--- src/serial_mode_pkg.sv ---
package serial_mode_pkg;

  // Byte offsets on the register bus
  localparam logic [7:0] ctrl3_offset = 8'h14;
  localparam logic [7:0] gpr_offset = 8'h18;
  localparam logic [7:0] status_offset = 8'h1c;
  localparam logic [7:0] mask_offset = 8'h20;

  // Control register three, field positions
  localparam int ctrl3_width = 11;
  localparam int cts_irq_en_bit = 10;
  localparam int cts_flow_en_bit = 9;
  localparam int rts_flow_en_bit = 8;
  localparam int tx_dma_en_bit = 7;
  localparam int rx_dma_en_bit = 6;
  localparam int smartcard_en_bit = 5;
  localparam int parity_error_negative_ack_enable_en_bit = 4;
  localparam int half_duplex_bit = 3;
  localparam int ir_low_power_bit = 2;
  localparam int ir_en_bit = 1;
  localparam int err_irq_en_bit = 0;

  // Guard time and prescaler fields
  localparam int guard_lsb = 8;
  localparam int guard_width = 8;
  localparam int psc_lsb = 0;
  localparam int psc_width = 8;
  localparam int card_psc_width = 5;

  // Status and mask layout
  localparam int status_width = 5;
  localparam int st_cts_change_bit = 0;
  localparam int st_framing_bit = 1;
  localparam int st_overrun_bit = 2;
  localparam int st_noise_bit = 3;
  localparam int st_tx_complete_bit = 4;

  // Values after reset
  localparam logic [ctrl3_width-1:0] ctrl3_reset = 11'h000;
  localparam logic [guard_width-1:0] guard_reset = 8'h00;
  localparam logic [psc_width-1:0] psc_reset = 8'h00;
  localparam logic [status_width-1:0] status_reset = 5'h00;
  localparam logic [status_width-1:0] mask_reset = 5'h00;

  typedef enum logic {
    guard_idle = 1'b0,
    guard_wait = 1'b1
  } guard_state_e;

endpackage

--- src/serial_mode_ctrl.sv ---
`timescale 1ns/1ns
// Contract
// - CTS change flag raises the interrupt when the CTS interrupt enable is set.
// - CTS flow enable makes transmission wait on the clear-to-send input.
// - RTS flow enable drives request-to-send from receiver readiness.
// - Transmit DMA enable issues DMA requests for transmit data.
// - Receive DMA enable issues DMA requests for received data.
// - Smartcard enable places the transceiver in smartcard mode.
// - In smartcard mode with PARITY_ERROR_NEGATIVE_ACK_ENABLE enabled, parity errors send a PARITY_ERROR_NEGATIVE_ACK_ENABLE.
// - Half-duplex select switches to single-line half-duplex operation.
// - Infrared low-power bit selects low-power encoding when infrared is on.
// - Infrared enable turns on infrared encoding and decoding.
// - Error interrupt enable plus receive DMA raises interrupt on framing, overrun, noise.
// - Smartcard mode delays transmission complete by guard time in baud clocks.
// - Low-power infrared divides source clock by full prescaler; zero holds.
// - Smartcard clock is source divided by twice lower five prescaler bits.
module serial_mode_ctrl #(
  parameter int addr_width = 8
) (
  // Clock and reset
  input wire logic pclk,
  input wire logic presetn,
  // APB slave
  input wire logic psel,
  input wire logic penable,
  input wire logic pwrite,
  input wire logic [addr_width-1:0] paddr,
  input wire logic [31:0] pwdata,
  output logic [31:0] prdata,
  output logic pready,
  output logic pslverr,
  // Transceiver core events, same clock
  input wire logic baud_tick,
  input wire logic tx_shift_done,
  input wire logic rx_parity_error,
  input wire logic framing_error_flag,
  input wire logic overrun_error_flag,
  input wire logic noise_error_flag,
  input wire logic rx_ready,
  input wire logic tx_data_empty,
  input wire logic rx_data_full,
  // Flow control pins
  input wire logic cts_n,
  output logic rts_n,
  output logic tx_permit,
  // DMA requests
  output logic tx_dma_req,
  output logic rx_dma_req,
  // Mode outputs to the transceiver core
  output logic smartcard_mode,
  output logic half_duplex,
  output logic infrared_mode,
  output logic infrared_low_power_mode,
  output logic parity_error_negative_ack_enable_send,
  output logic tx_complete,
  // Divided clocks
  output logic ir_lp_tick,
  output logic card_clk,
  // Interrupt
  output logic irq
);

  typedef struct packed {
    logic [serial_mode_pkg::ctrl3_width-1:0] ctrl;
    logic [serial_mode_pkg::guard_width-1:0] guard;
    logic [serial_mode_pkg::psc_width-1:0] clock_prescaler;
    logic [serial_mode_pkg::status_width-1:0] status;
    logic [serial_mode_pkg::status_width-1:0] mask;
    logic cts_s1;
    logic cts_s2;
    logic cts_s3;
    serial_mode_pkg::guard_state_e gstate;
    logic [serial_mode_pkg::guard_width-1:0] guard_cnt;
    logic [serial_mode_pkg::psc_width-1:0] div_cnt;
    logic card_clk;
    logic ir_tick;
    logic rts_n;
    logic tx_permit;
    logic tx_dma_req;
    logic rx_dma_req;
    logic parity_error_negative_ack_enable_send;
    logic irq;
    logic ir_lp_mode;
    logic pready;
    logic pslverr;
    logic [31:0] prdata;
  } state_s;

  state_s state_reg;
  state_s state_next;

  logic [serial_mode_pkg::ctrl3_width-1:0] c;
  logic setup;
  logic wr_access;
  logic [serial_mode_pkg::status_width-1:0] set_bits;
  logic [serial_mode_pkg::status_width-1:0] clr_bits;
  logic [serial_mode_pkg::status_width-1:0] irq_gate;
  logic [serial_mode_pkg::status_width-1:0] status_new;
  logic [serial_mode_pkg::psc_width-1:0] divisor;
  logic ir_lp_on;
  logic tc_set;

  assign c = state_reg.ctrl;

  always_comb begin
    state_next = state_reg;
    setup = psel && !penable;
    wr_access = psel && penable && pwrite && state_reg.pready;
    tc_set = 1'b0;
    clr_bits = '0;
    ir_lp_on = c[serial_mode_pkg::ir_en_bit] && c[serial_mode_pkg::ir_low_power_bit];

    // Answer one cycle after setup; the access phase completes in its first cycle
    state_next.pready = 1'b0;
    state_next.pslverr = 1'b0;
    state_next.prdata = 32'h0000_0000;
    if (setup) begin
      state_next.pready = 1'b1;
      if (!pwrite) begin
        // Reserved bits are zero-extended on read
        case (paddr[7:0])
          serial_mode_pkg::ctrl3_offset: state_next.prdata = {21'h00_0000, c};
          serial_mode_pkg::gpr_offset: state_next.prdata = {16'h0000, state_reg.guard, state_reg.clock_prescaler};
          serial_mode_pkg::status_offset: state_next.prdata = {27'h000_0000, state_reg.status};
          serial_mode_pkg::mask_offset: state_next.prdata = {27'h000_0000, state_reg.mask};
          default: state_next.pslverr = 1'b1;
        endcase
      end else begin
        case (paddr[7:0])
          serial_mode_pkg::ctrl3_offset,
          serial_mode_pkg::gpr_offset,
          serial_mode_pkg::status_offset,
          serial_mode_pkg::mask_offset: state_next.pslverr = 1'b0;
          default: state_next.pslverr = 1'b1;
        endcase
      end
    end

    // Register writes; only the defined bits are captured
    if (wr_access) begin
      case (paddr[7:0])
        serial_mode_pkg::ctrl3_offset: state_next.ctrl = pwdata[serial_mode_pkg::ctrl3_width-1:0];
        serial_mode_pkg::gpr_offset: begin
          state_next.guard = pwdata[serial_mode_pkg::guard_lsb +: serial_mode_pkg::guard_width];
          state_next.clock_prescaler = pwdata[serial_mode_pkg::psc_lsb +: serial_mode_pkg::psc_width];
        end
        serial_mode_pkg::status_offset: clr_bits = pwdata[serial_mode_pkg::status_width-1:0];
        serial_mode_pkg::mask_offset: state_next.mask = pwdata[serial_mode_pkg::status_width-1:0];
        default: state_next.mask = state_reg.mask;
      endcase
    end

    // Clear-to-send pin, two flops before use; third flop only for change detection
    state_next.cts_s1 = cts_n;
    state_next.cts_s2 = state_reg.cts_s1;
    state_next.cts_s3 = state_reg.cts_s2;

    // With CTS flow enable set, transmit allowed only while the peer asserts clear-to-send
    state_next.tx_permit = !c[serial_mode_pkg::cts_flow_en_bit] || !state_reg.cts_s2;
    // Request-to-send asserted (low) while the receiver can take data
    state_next.rts_n = c[serial_mode_pkg::rts_flow_en_bit] && !rx_ready;
    state_next.tx_dma_req = c[serial_mode_pkg::tx_dma_en_bit] && tx_data_empty;
    state_next.rx_dma_req = c[serial_mode_pkg::rx_dma_en_bit] && rx_data_full;
    state_next.parity_error_negative_ack_enable_send = c[serial_mode_pkg::smartcard_en_bit] && c[serial_mode_pkg::parity_error_negative_ack_enable_en_bit]
      && rx_parity_error;

    // Guard time delays transmission complete in smartcard mode
    case (state_reg.gstate)
      serial_mode_pkg::guard_idle: begin
        if (tx_shift_done) begin
          if (c[serial_mode_pkg::smartcard_en_bit] && state_reg.guard != 8'h00) begin
            state_next.gstate = serial_mode_pkg::guard_wait;
            state_next.guard_cnt = state_reg.guard;
          end else begin
            tc_set = 1'b1;
          end
        end
      end
      serial_mode_pkg::guard_wait: begin
        if (baud_tick) begin
          state_next.guard_cnt = state_reg.guard_cnt - 8'h01;
          if (state_reg.guard_cnt == 8'h01) begin
            state_next.gstate = serial_mode_pkg::guard_idle;
            tc_set = 1'b1;
          end
        end
      end
      default: state_next.gstate = serial_mode_pkg::guard_idle;
    endcase

    // Prescaler: full value for low-power infrared, low five bits for the card clock
    if (c[serial_mode_pkg::smartcard_en_bit]) begin
      divisor = {3'h0, state_reg.clock_prescaler[serial_mode_pkg::card_psc_width-1:0]};
    end else if (ir_lp_on) begin
      divisor = state_reg.clock_prescaler;
    end else begin
      divisor = 8'h00;
    end
    state_next.ir_tick = 1'b0;
    if (divisor == 8'h00) begin
      // Zero holds the divided clock where it stands
      state_next.div_cnt = 8'h00;
    end else if (state_reg.div_cnt >= divisor - 8'h01) begin
      state_next.div_cnt = 8'h00;
      state_next.ir_tick = ir_lp_on && !c[serial_mode_pkg::smartcard_en_bit];
      if (c[serial_mode_pkg::smartcard_en_bit]) begin
        // Toggle every divisor cycles gives a period of twice the divisor
        state_next.card_clk = !state_reg.card_clk;
      end
    end else begin
      state_next.div_cnt = state_reg.div_cnt + 8'h01;
    end

    // Sticky status; a set in the same cycle as its clear wins
    set_bits = '0;
    set_bits[serial_mode_pkg::st_cts_change_bit] = state_reg.cts_s2 != state_reg.cts_s3;
    set_bits[serial_mode_pkg::st_framing_bit] = framing_error_flag;
    set_bits[serial_mode_pkg::st_overrun_bit] = overrun_error_flag;
    set_bits[serial_mode_pkg::st_noise_bit] = noise_error_flag;
    set_bits[serial_mode_pkg::st_tx_complete_bit] = tc_set;
    status_new = (state_reg.status & ~clr_bits) | set_bits;
    state_next.status = status_new;

    // Each source but transmit complete is gated by its control enable; all are gated by the mask
    irq_gate = '0;
    irq_gate[serial_mode_pkg::st_cts_change_bit] = c[serial_mode_pkg::cts_irq_en_bit];
    irq_gate[serial_mode_pkg::st_framing_bit] = c[serial_mode_pkg::err_irq_en_bit]
      && c[serial_mode_pkg::rx_dma_en_bit];
    irq_gate[serial_mode_pkg::st_overrun_bit] = irq_gate[serial_mode_pkg::st_framing_bit];
    irq_gate[serial_mode_pkg::st_noise_bit] = irq_gate[serial_mode_pkg::st_framing_bit];
    irq_gate[serial_mode_pkg::st_tx_complete_bit] = 1'b1;
    state_next.irq = |(status_new & state_next.mask & irq_gate);
    // Taken from the next control value so the flopped output tracks the register bits
    state_next.ir_lp_mode = state_next.ctrl[serial_mode_pkg::ir_en_bit]
      && state_next.ctrl[serial_mode_pkg::ir_low_power_bit];
  end

  always_ff @(posedge pclk or negedge presetn) begin
    if (!presetn) begin
      state_reg <= '0;
      state_reg.ctrl <= serial_mode_pkg::ctrl3_reset;
      state_reg.guard <= serial_mode_pkg::guard_reset;
      state_reg.clock_prescaler <= serial_mode_pkg::psc_reset;
      state_reg.status <= serial_mode_pkg::status_reset;
      state_reg.mask <= serial_mode_pkg::mask_reset;
      state_reg.cts_s1 <= 1'b1;
      state_reg.cts_s2 <= 1'b1;
      state_reg.cts_s3 <= 1'b1;
      state_reg.gstate <= serial_mode_pkg::guard_idle;
      state_reg.tx_permit <= 1'b1;
    end else begin
      state_reg <= state_next;
    end
  end

  assign prdata = state_reg.prdata;
  assign pready = state_reg.pready;
  assign pslverr = state_reg.pslverr;
  assign rts_n = state_reg.rts_n;
  assign tx_permit = state_reg.tx_permit;
  assign tx_dma_req = state_reg.tx_dma_req;
  assign rx_dma_req = state_reg.rx_dma_req;
  assign smartcard_mode = c[serial_mode_pkg::smartcard_en_bit];
  assign half_duplex = c[serial_mode_pkg::half_duplex_bit];
  assign infrared_mode = c[serial_mode_pkg::ir_en_bit];
  assign infrared_low_power_mode = state_reg.ir_lp_mode;
  assign parity_error_negative_ack_enable_send = state_reg.parity_error_negative_ack_enable_send;
  assign tx_complete = state_reg.status[serial_mode_pkg::st_tx_complete_bit];
  assign ir_lp_tick = state_reg.ir_tick;
  assign card_clk = state_reg.card_clk;
  assign irq = state_reg.irq;

endmodule

--- config.mk ---
export PLATFORM = sky130hd
export DESIGN_NAME = serial_mode_ctrl
export DESIGN_NICKNAME = d
export VERILOG_FILES = /design/src/serial_mode_pkg.sv /design/src/serial_mode_ctrl.sv
export SDC_FILE = /design/constraint.sdc
export NUM_CORES = 1
export LEC_CHECK = 0
export ABC_AREA = 1
export BUFFER_PORTS_ARGS = -buffer_cell sky130_fd_sc_hd__clkbuf_2
export CAP_MARGIN = 5
export CORE_MARGIN = 3
export CORE_UTILIZATION = 45
export DETAILED_ROUTE_END_ITERATION = 8
export GPL_TIMING_DRIVEN = 0
export PLACE_DENSITY = 0.79
export REMOVE_ABC_BUFFERS = 1
export SYNTH_ARGS = -nofsm -noshare
export SYNTH_HDL_FRONTEND = slang
export SYNTH_SLANG_ARGS = --single-unit
--- constraint.sdc ---
create_clock -name pclk -period 3.5 [get_ports pclk]
set_clock_uncertainty 0.2 [all_clocks]
set_input_delay 0.175 -clock pclk [delete_from_list [all_inputs] [get_ports pclk]]
set_output_delay 0.175 -clock pclk [all_outputs]
set_load 0.02 [all_outputs]
[Word level (Yosys, flattened, before mapping)]
Cells that the tools add are included.
Operators by class
  add/subtract/negate cells: 3
  magnitude comparators: 1
  equality and inequality tests: 9
  mux-type cells: 27
  bitwise operators: 7
  reductions and logical operators: 29
Operators by type and width (count)
  one-hot mux 16 bit (4 select lines): 1
  2-to-1 mux 34 bit: 1
  2-to-1 mux 32 bit: 1
  2-to-1 mux 8 bit: 4
  2-to-1 mux 9 bit: 3
  == test 8 x 5 -> 1 bit (second input constant): 3
  2-to-1 mux 5 bit: 4
  2-to-1 mux 19 bit: 1
  one-hot mux 9 bit (2 select lines): 1
  2-to-1 mux 16 bit: 1
  subtractor 8 x 1 -> 8 bit (second input constant): 2
  AND 5 bit: 3
  logical AND 1 bit: 14
  adder 8 x 1 -> 8 bit (second input constant): 1
  == test 8 x 1 -> 1 bit (second input constant): 1
  == test 8 x 6 -> 1 bit (second input constant): 1
  >= comparator 8 bit: 1
  zero test 8 bit: 1
  2-to-1 mux 1 bit: 8
  nonzero test 8 bit: 1
  zero test 1 bit: 6
  != test 2 bit (second input constant): 3
  AND reduction 3 bit: 2
  NOT 5 bit: 1
  9 further kinds: 11
Word-level totals
  bits in registers: 100
  input port bits: 55
  output and inout bits: 47
  logic and storage cells: 100

[Depth between registers and ports, before layout]
  depth after elaboration: 10
  gate-level depth with buffers: 16
  depth with buffers taken out: 15

[Least setup slack after synthesis]
OpenSTA, ideal clock, no wires.
  path type: register to register
  start: register state_reg (netlist bit c[5])
  end: register state_reg[43] (netlist name)
  library setup time: 0.069 ns
  arrival time: 2.458 ns
  required time: 3.231 ns
  setup slack: 0.773 ns
  stages on the path, launching flop included: 16
  path buffers: 2
  clock period less this slack: 2.727 ns
  cells stage by stage: dfrtp_1 -> buf_6 -> inv_4 -> nand2_4 -> o21ai_0 -> nand2_1 -> nor2_1 -> xor2_1 -> ha_1 -> a21oi_1 -> nor2_1 -> nor3_1 -> nand3_1 -> or2_1 -> buf_6 -> nor2_2
RTL lines
  start: declaration: RTL line serial_mode_ctrl.sv:89  | state_s state_reg;
  start signal: assignment: RTL line serial_mode_ctrl.sv:252  | state_reg <= state_next;

==> results.ini <==
[worst_setup_path]
crit_arrival_ns=3.18
max_stage_delay_ns=0.54
crit_top_cell=nor2_1
critPathKind=reg -> reg
reg2reg_depth=13
cp-start-kind=register
path_max_fanout=10
path_buf_inv=1
slowest_stage=dfrtp_1
reg2reg_slack_ns=0.41
crit_required_ns=3.59
crit_family=simple AND/OR/NAND/NOR gates
end_kind=register
rr_startpoint=c[5]$_DFFE_PN0P_
cp_cell_sequence=inv_4 -> nand2_4 -> o21ai_0 -> nand2_1 -> nor2_1 -> xor2_1 -> ha_1 -> a21oi_1 -> nor2_1 -> nor3_1 -> nand3_1 -> or2_1 -> nor2_2
rr_endpoint=state_reg[43]$_DFF_PN0_

[route]
vias_per_cell=4.85
drtIter0Drc=203
drc_errors=0
wl_per_cell_um=13.0
dr.pass1.iters=5
drtAntennaViolNets=0
routed_wl_mm=9.52
vias=3568

[synth]
syn_area_um2=4340
ys_types=34
synth_largest_area_cell=dfrtp_1
synthXorXnorAreaFrac_pct=2.42
syn_inst=519
synth.area.top_cells=dfrtp_1, nand2_1, buf_4
synth_fa_ha_area_share_pct=3.46
ys_seq_area_share_pct=48.6
synth_compound_area_share_pct=7.42
synth_top_family_by_area=simple AND/OR/NAND/NOR gates
avgSynthCellArea_um2=8.35
synth_edf_count=0
synthArstFlopShare_pct=100
synth_top_area_share_pct=46.2
yosysWarnings=0
ys_ff_latch=84
synthSimpleGateAreaFrac_pct=25.7
synthFlopType=dfrtp_1
muxShareOfSynthArea_pct=0
synth.most_common_cell=nand2_1
synth_commonest_cells=nand2_1, dfrtp_1, inv_1

[power]
power_uw=2090
ir_drop_v=0.000187
p_per_area_nw_per_um2=407
leakage_uw=0.00265

[job]
cap_violations=0

[clock_tree]
cts.sinks=84
cts_setup_buffers=0
clk_latency_ns=0.36
post_cts_resized=0
htree_levels=3
cts_root_buf=clkbuf_8
cts_buffer_depth=2
clk_pin_slew_worst_paths_ns=0.09
cts_tree=built
cts_buffers=9
hold_buffers=30

[grt]
grt_pass1_wl_mm=16.2
grt_max_degree=56
grt_util_all_layers_pct=18.4
grt_antenna_before_repair=0
first_global_vias=3477
grt-ovfl-total=0

[worst_hold_path]
hp-start=baud_tick
hold_path_depth=3
min_path_type=in -> reg
whs_endpoint=state_reg[51]$_DFFE_PN0P_

[floorplan]
pin_count=102
core_area_um2=9280
die_w_um=104
die_h_um=104
dieArea_um2=10800
rows=35
initial_core_util_pct=46.7

[sta]
rsz0062_at_grt=false
slew_headroom_pct=38.7
fin_tns_setup_ns=0
tightest_slew_ns=0.916
setup_slack_ns=0.412
post-route-period-util_pct=88.2
fmax_mhz=324
final.min_clock_period_ns=3.09
drv_slew=0
setup-violations-final=0
hold_viol_final=0

[finish]
drive_above_1_share_pct=19.1
syn_to_final_growth_pct=18.2
nFillCells=834
diodes=0
fin_nets=668
largest_register_ffs=43

[run_status]
run_status=finished, final reports clean

[place]
dp_hpwl_mm=7.01
portBuffers=69
dp_slack_ns=0.374
place_congestion=0.862

-- how the worst max path moves through the flow --
stage	start	to	cells after the start
2_1_floorplan	c[5]$_DFFE_PN0P_	state_reg[43]$_DFF_PN0_	13
3_3_place_gp	c[5]$_DFFE_PN0P_	state_reg[43]$_DFF_PN0_	13
3_5_place_dp	c[5]$_DFFE_PN0P_	state_reg[43]$_DFF_PN0_	13
4_1_cts	c[5]$_DFFE_PN0P_	state_reg[43]$_DFF_PN0_	13
5_1_grt	c[5]$_DFFE_PN0P_	state_reg[43]$_DFF_PN0_	13
6_report	c[5]$_DFFE_PN0P_	state_reg[43]$_DFF_PN0_	13
-- power by group --
part | switching (uW) | leakage (uW) | internal, uW
clock | 379 | 0.0000984 | 341
sequential | 50.6 | 0.00110 | 1030
combinational | 170 | 0.00145 | 119
total | 600 | 0.00265 | 1490
-- per-stage QoR --
stage          cell area, um^2  hold slack, ns  instances  util, %
2_1_floorplan             4080          -0.321        490        -
3_3_place_gp              4590          0.0665        688     49.4
3_5_place_dp              4620         -0.0323        689     49.8
4_1_cts                   5130          0.0584        735     55.2
5_1_grt                   5130           0.112        735     55.2
6_report                  5130          0.0787        735     55.2
-- cells by family after synthesis --
logic type,after synthesis
AO/OA/AOI/OAI,57
XOR/XNOR,12
adder cells (fa/ha/maj),12
buffers and inverters,103
flip-flops,84
other,1
AND/OR/NAND/NOR,250
-- worst register-to-register path: stages (launching register included) --
cell and delay (ns):
dfrtp_1 0.54, inv_4 0.13, nand2_4 0.08, o21ai_0 0.20, nand2_1 0.20, nor2_1 0.18, xor2_1 0.18, ha_1 0.27
a21oi_1 0.14, nor2_1 0.06, nor3_1 0.12, nand3_1 0.15, or2_1 0.41, nor2_2 0.15
-- placed cells by master, fill, tap and decap left out, drive strengths merged, types with 2 or more instances in the layout --
master / instances
dfrtp: 80
clkbuf: 78
xnor2: 6
dlygate4sd3: 30
ha: 12
a21oi: 16
a22o: 2
nor2: 52
nand4: 5
nand3: 47
clkinvlp: 2
o21ai: 29
o211ai: 7
nand2: 130
xor2: 6
nor3: 13
inv: 62
conb: 16
dfstp: 4
-- cell type report --
class,count,area [um^2],area share [%]
clock buffer,9,124,2.42
multi-input combinational,347,1750,34.2
clock inverter,7,82.6,1.61
tap,129,161,3.15
timing repair buffer,100,676,13.2
sequential,84,2110,41.1
inverter,59,224,4.37
-- layer usage --
layer	share of wire, %	routed length, um	vias to the layer above	GRT usage [%]
met5	0	0	-	0
met4	2.0	189	0	6.55
met3	5.1	481	16	4.22
met2	49	4630	107	30.2
met1	44	4220	1679	23.9
li1	-	-	1766	-
(Power assumes the default switching activity.)
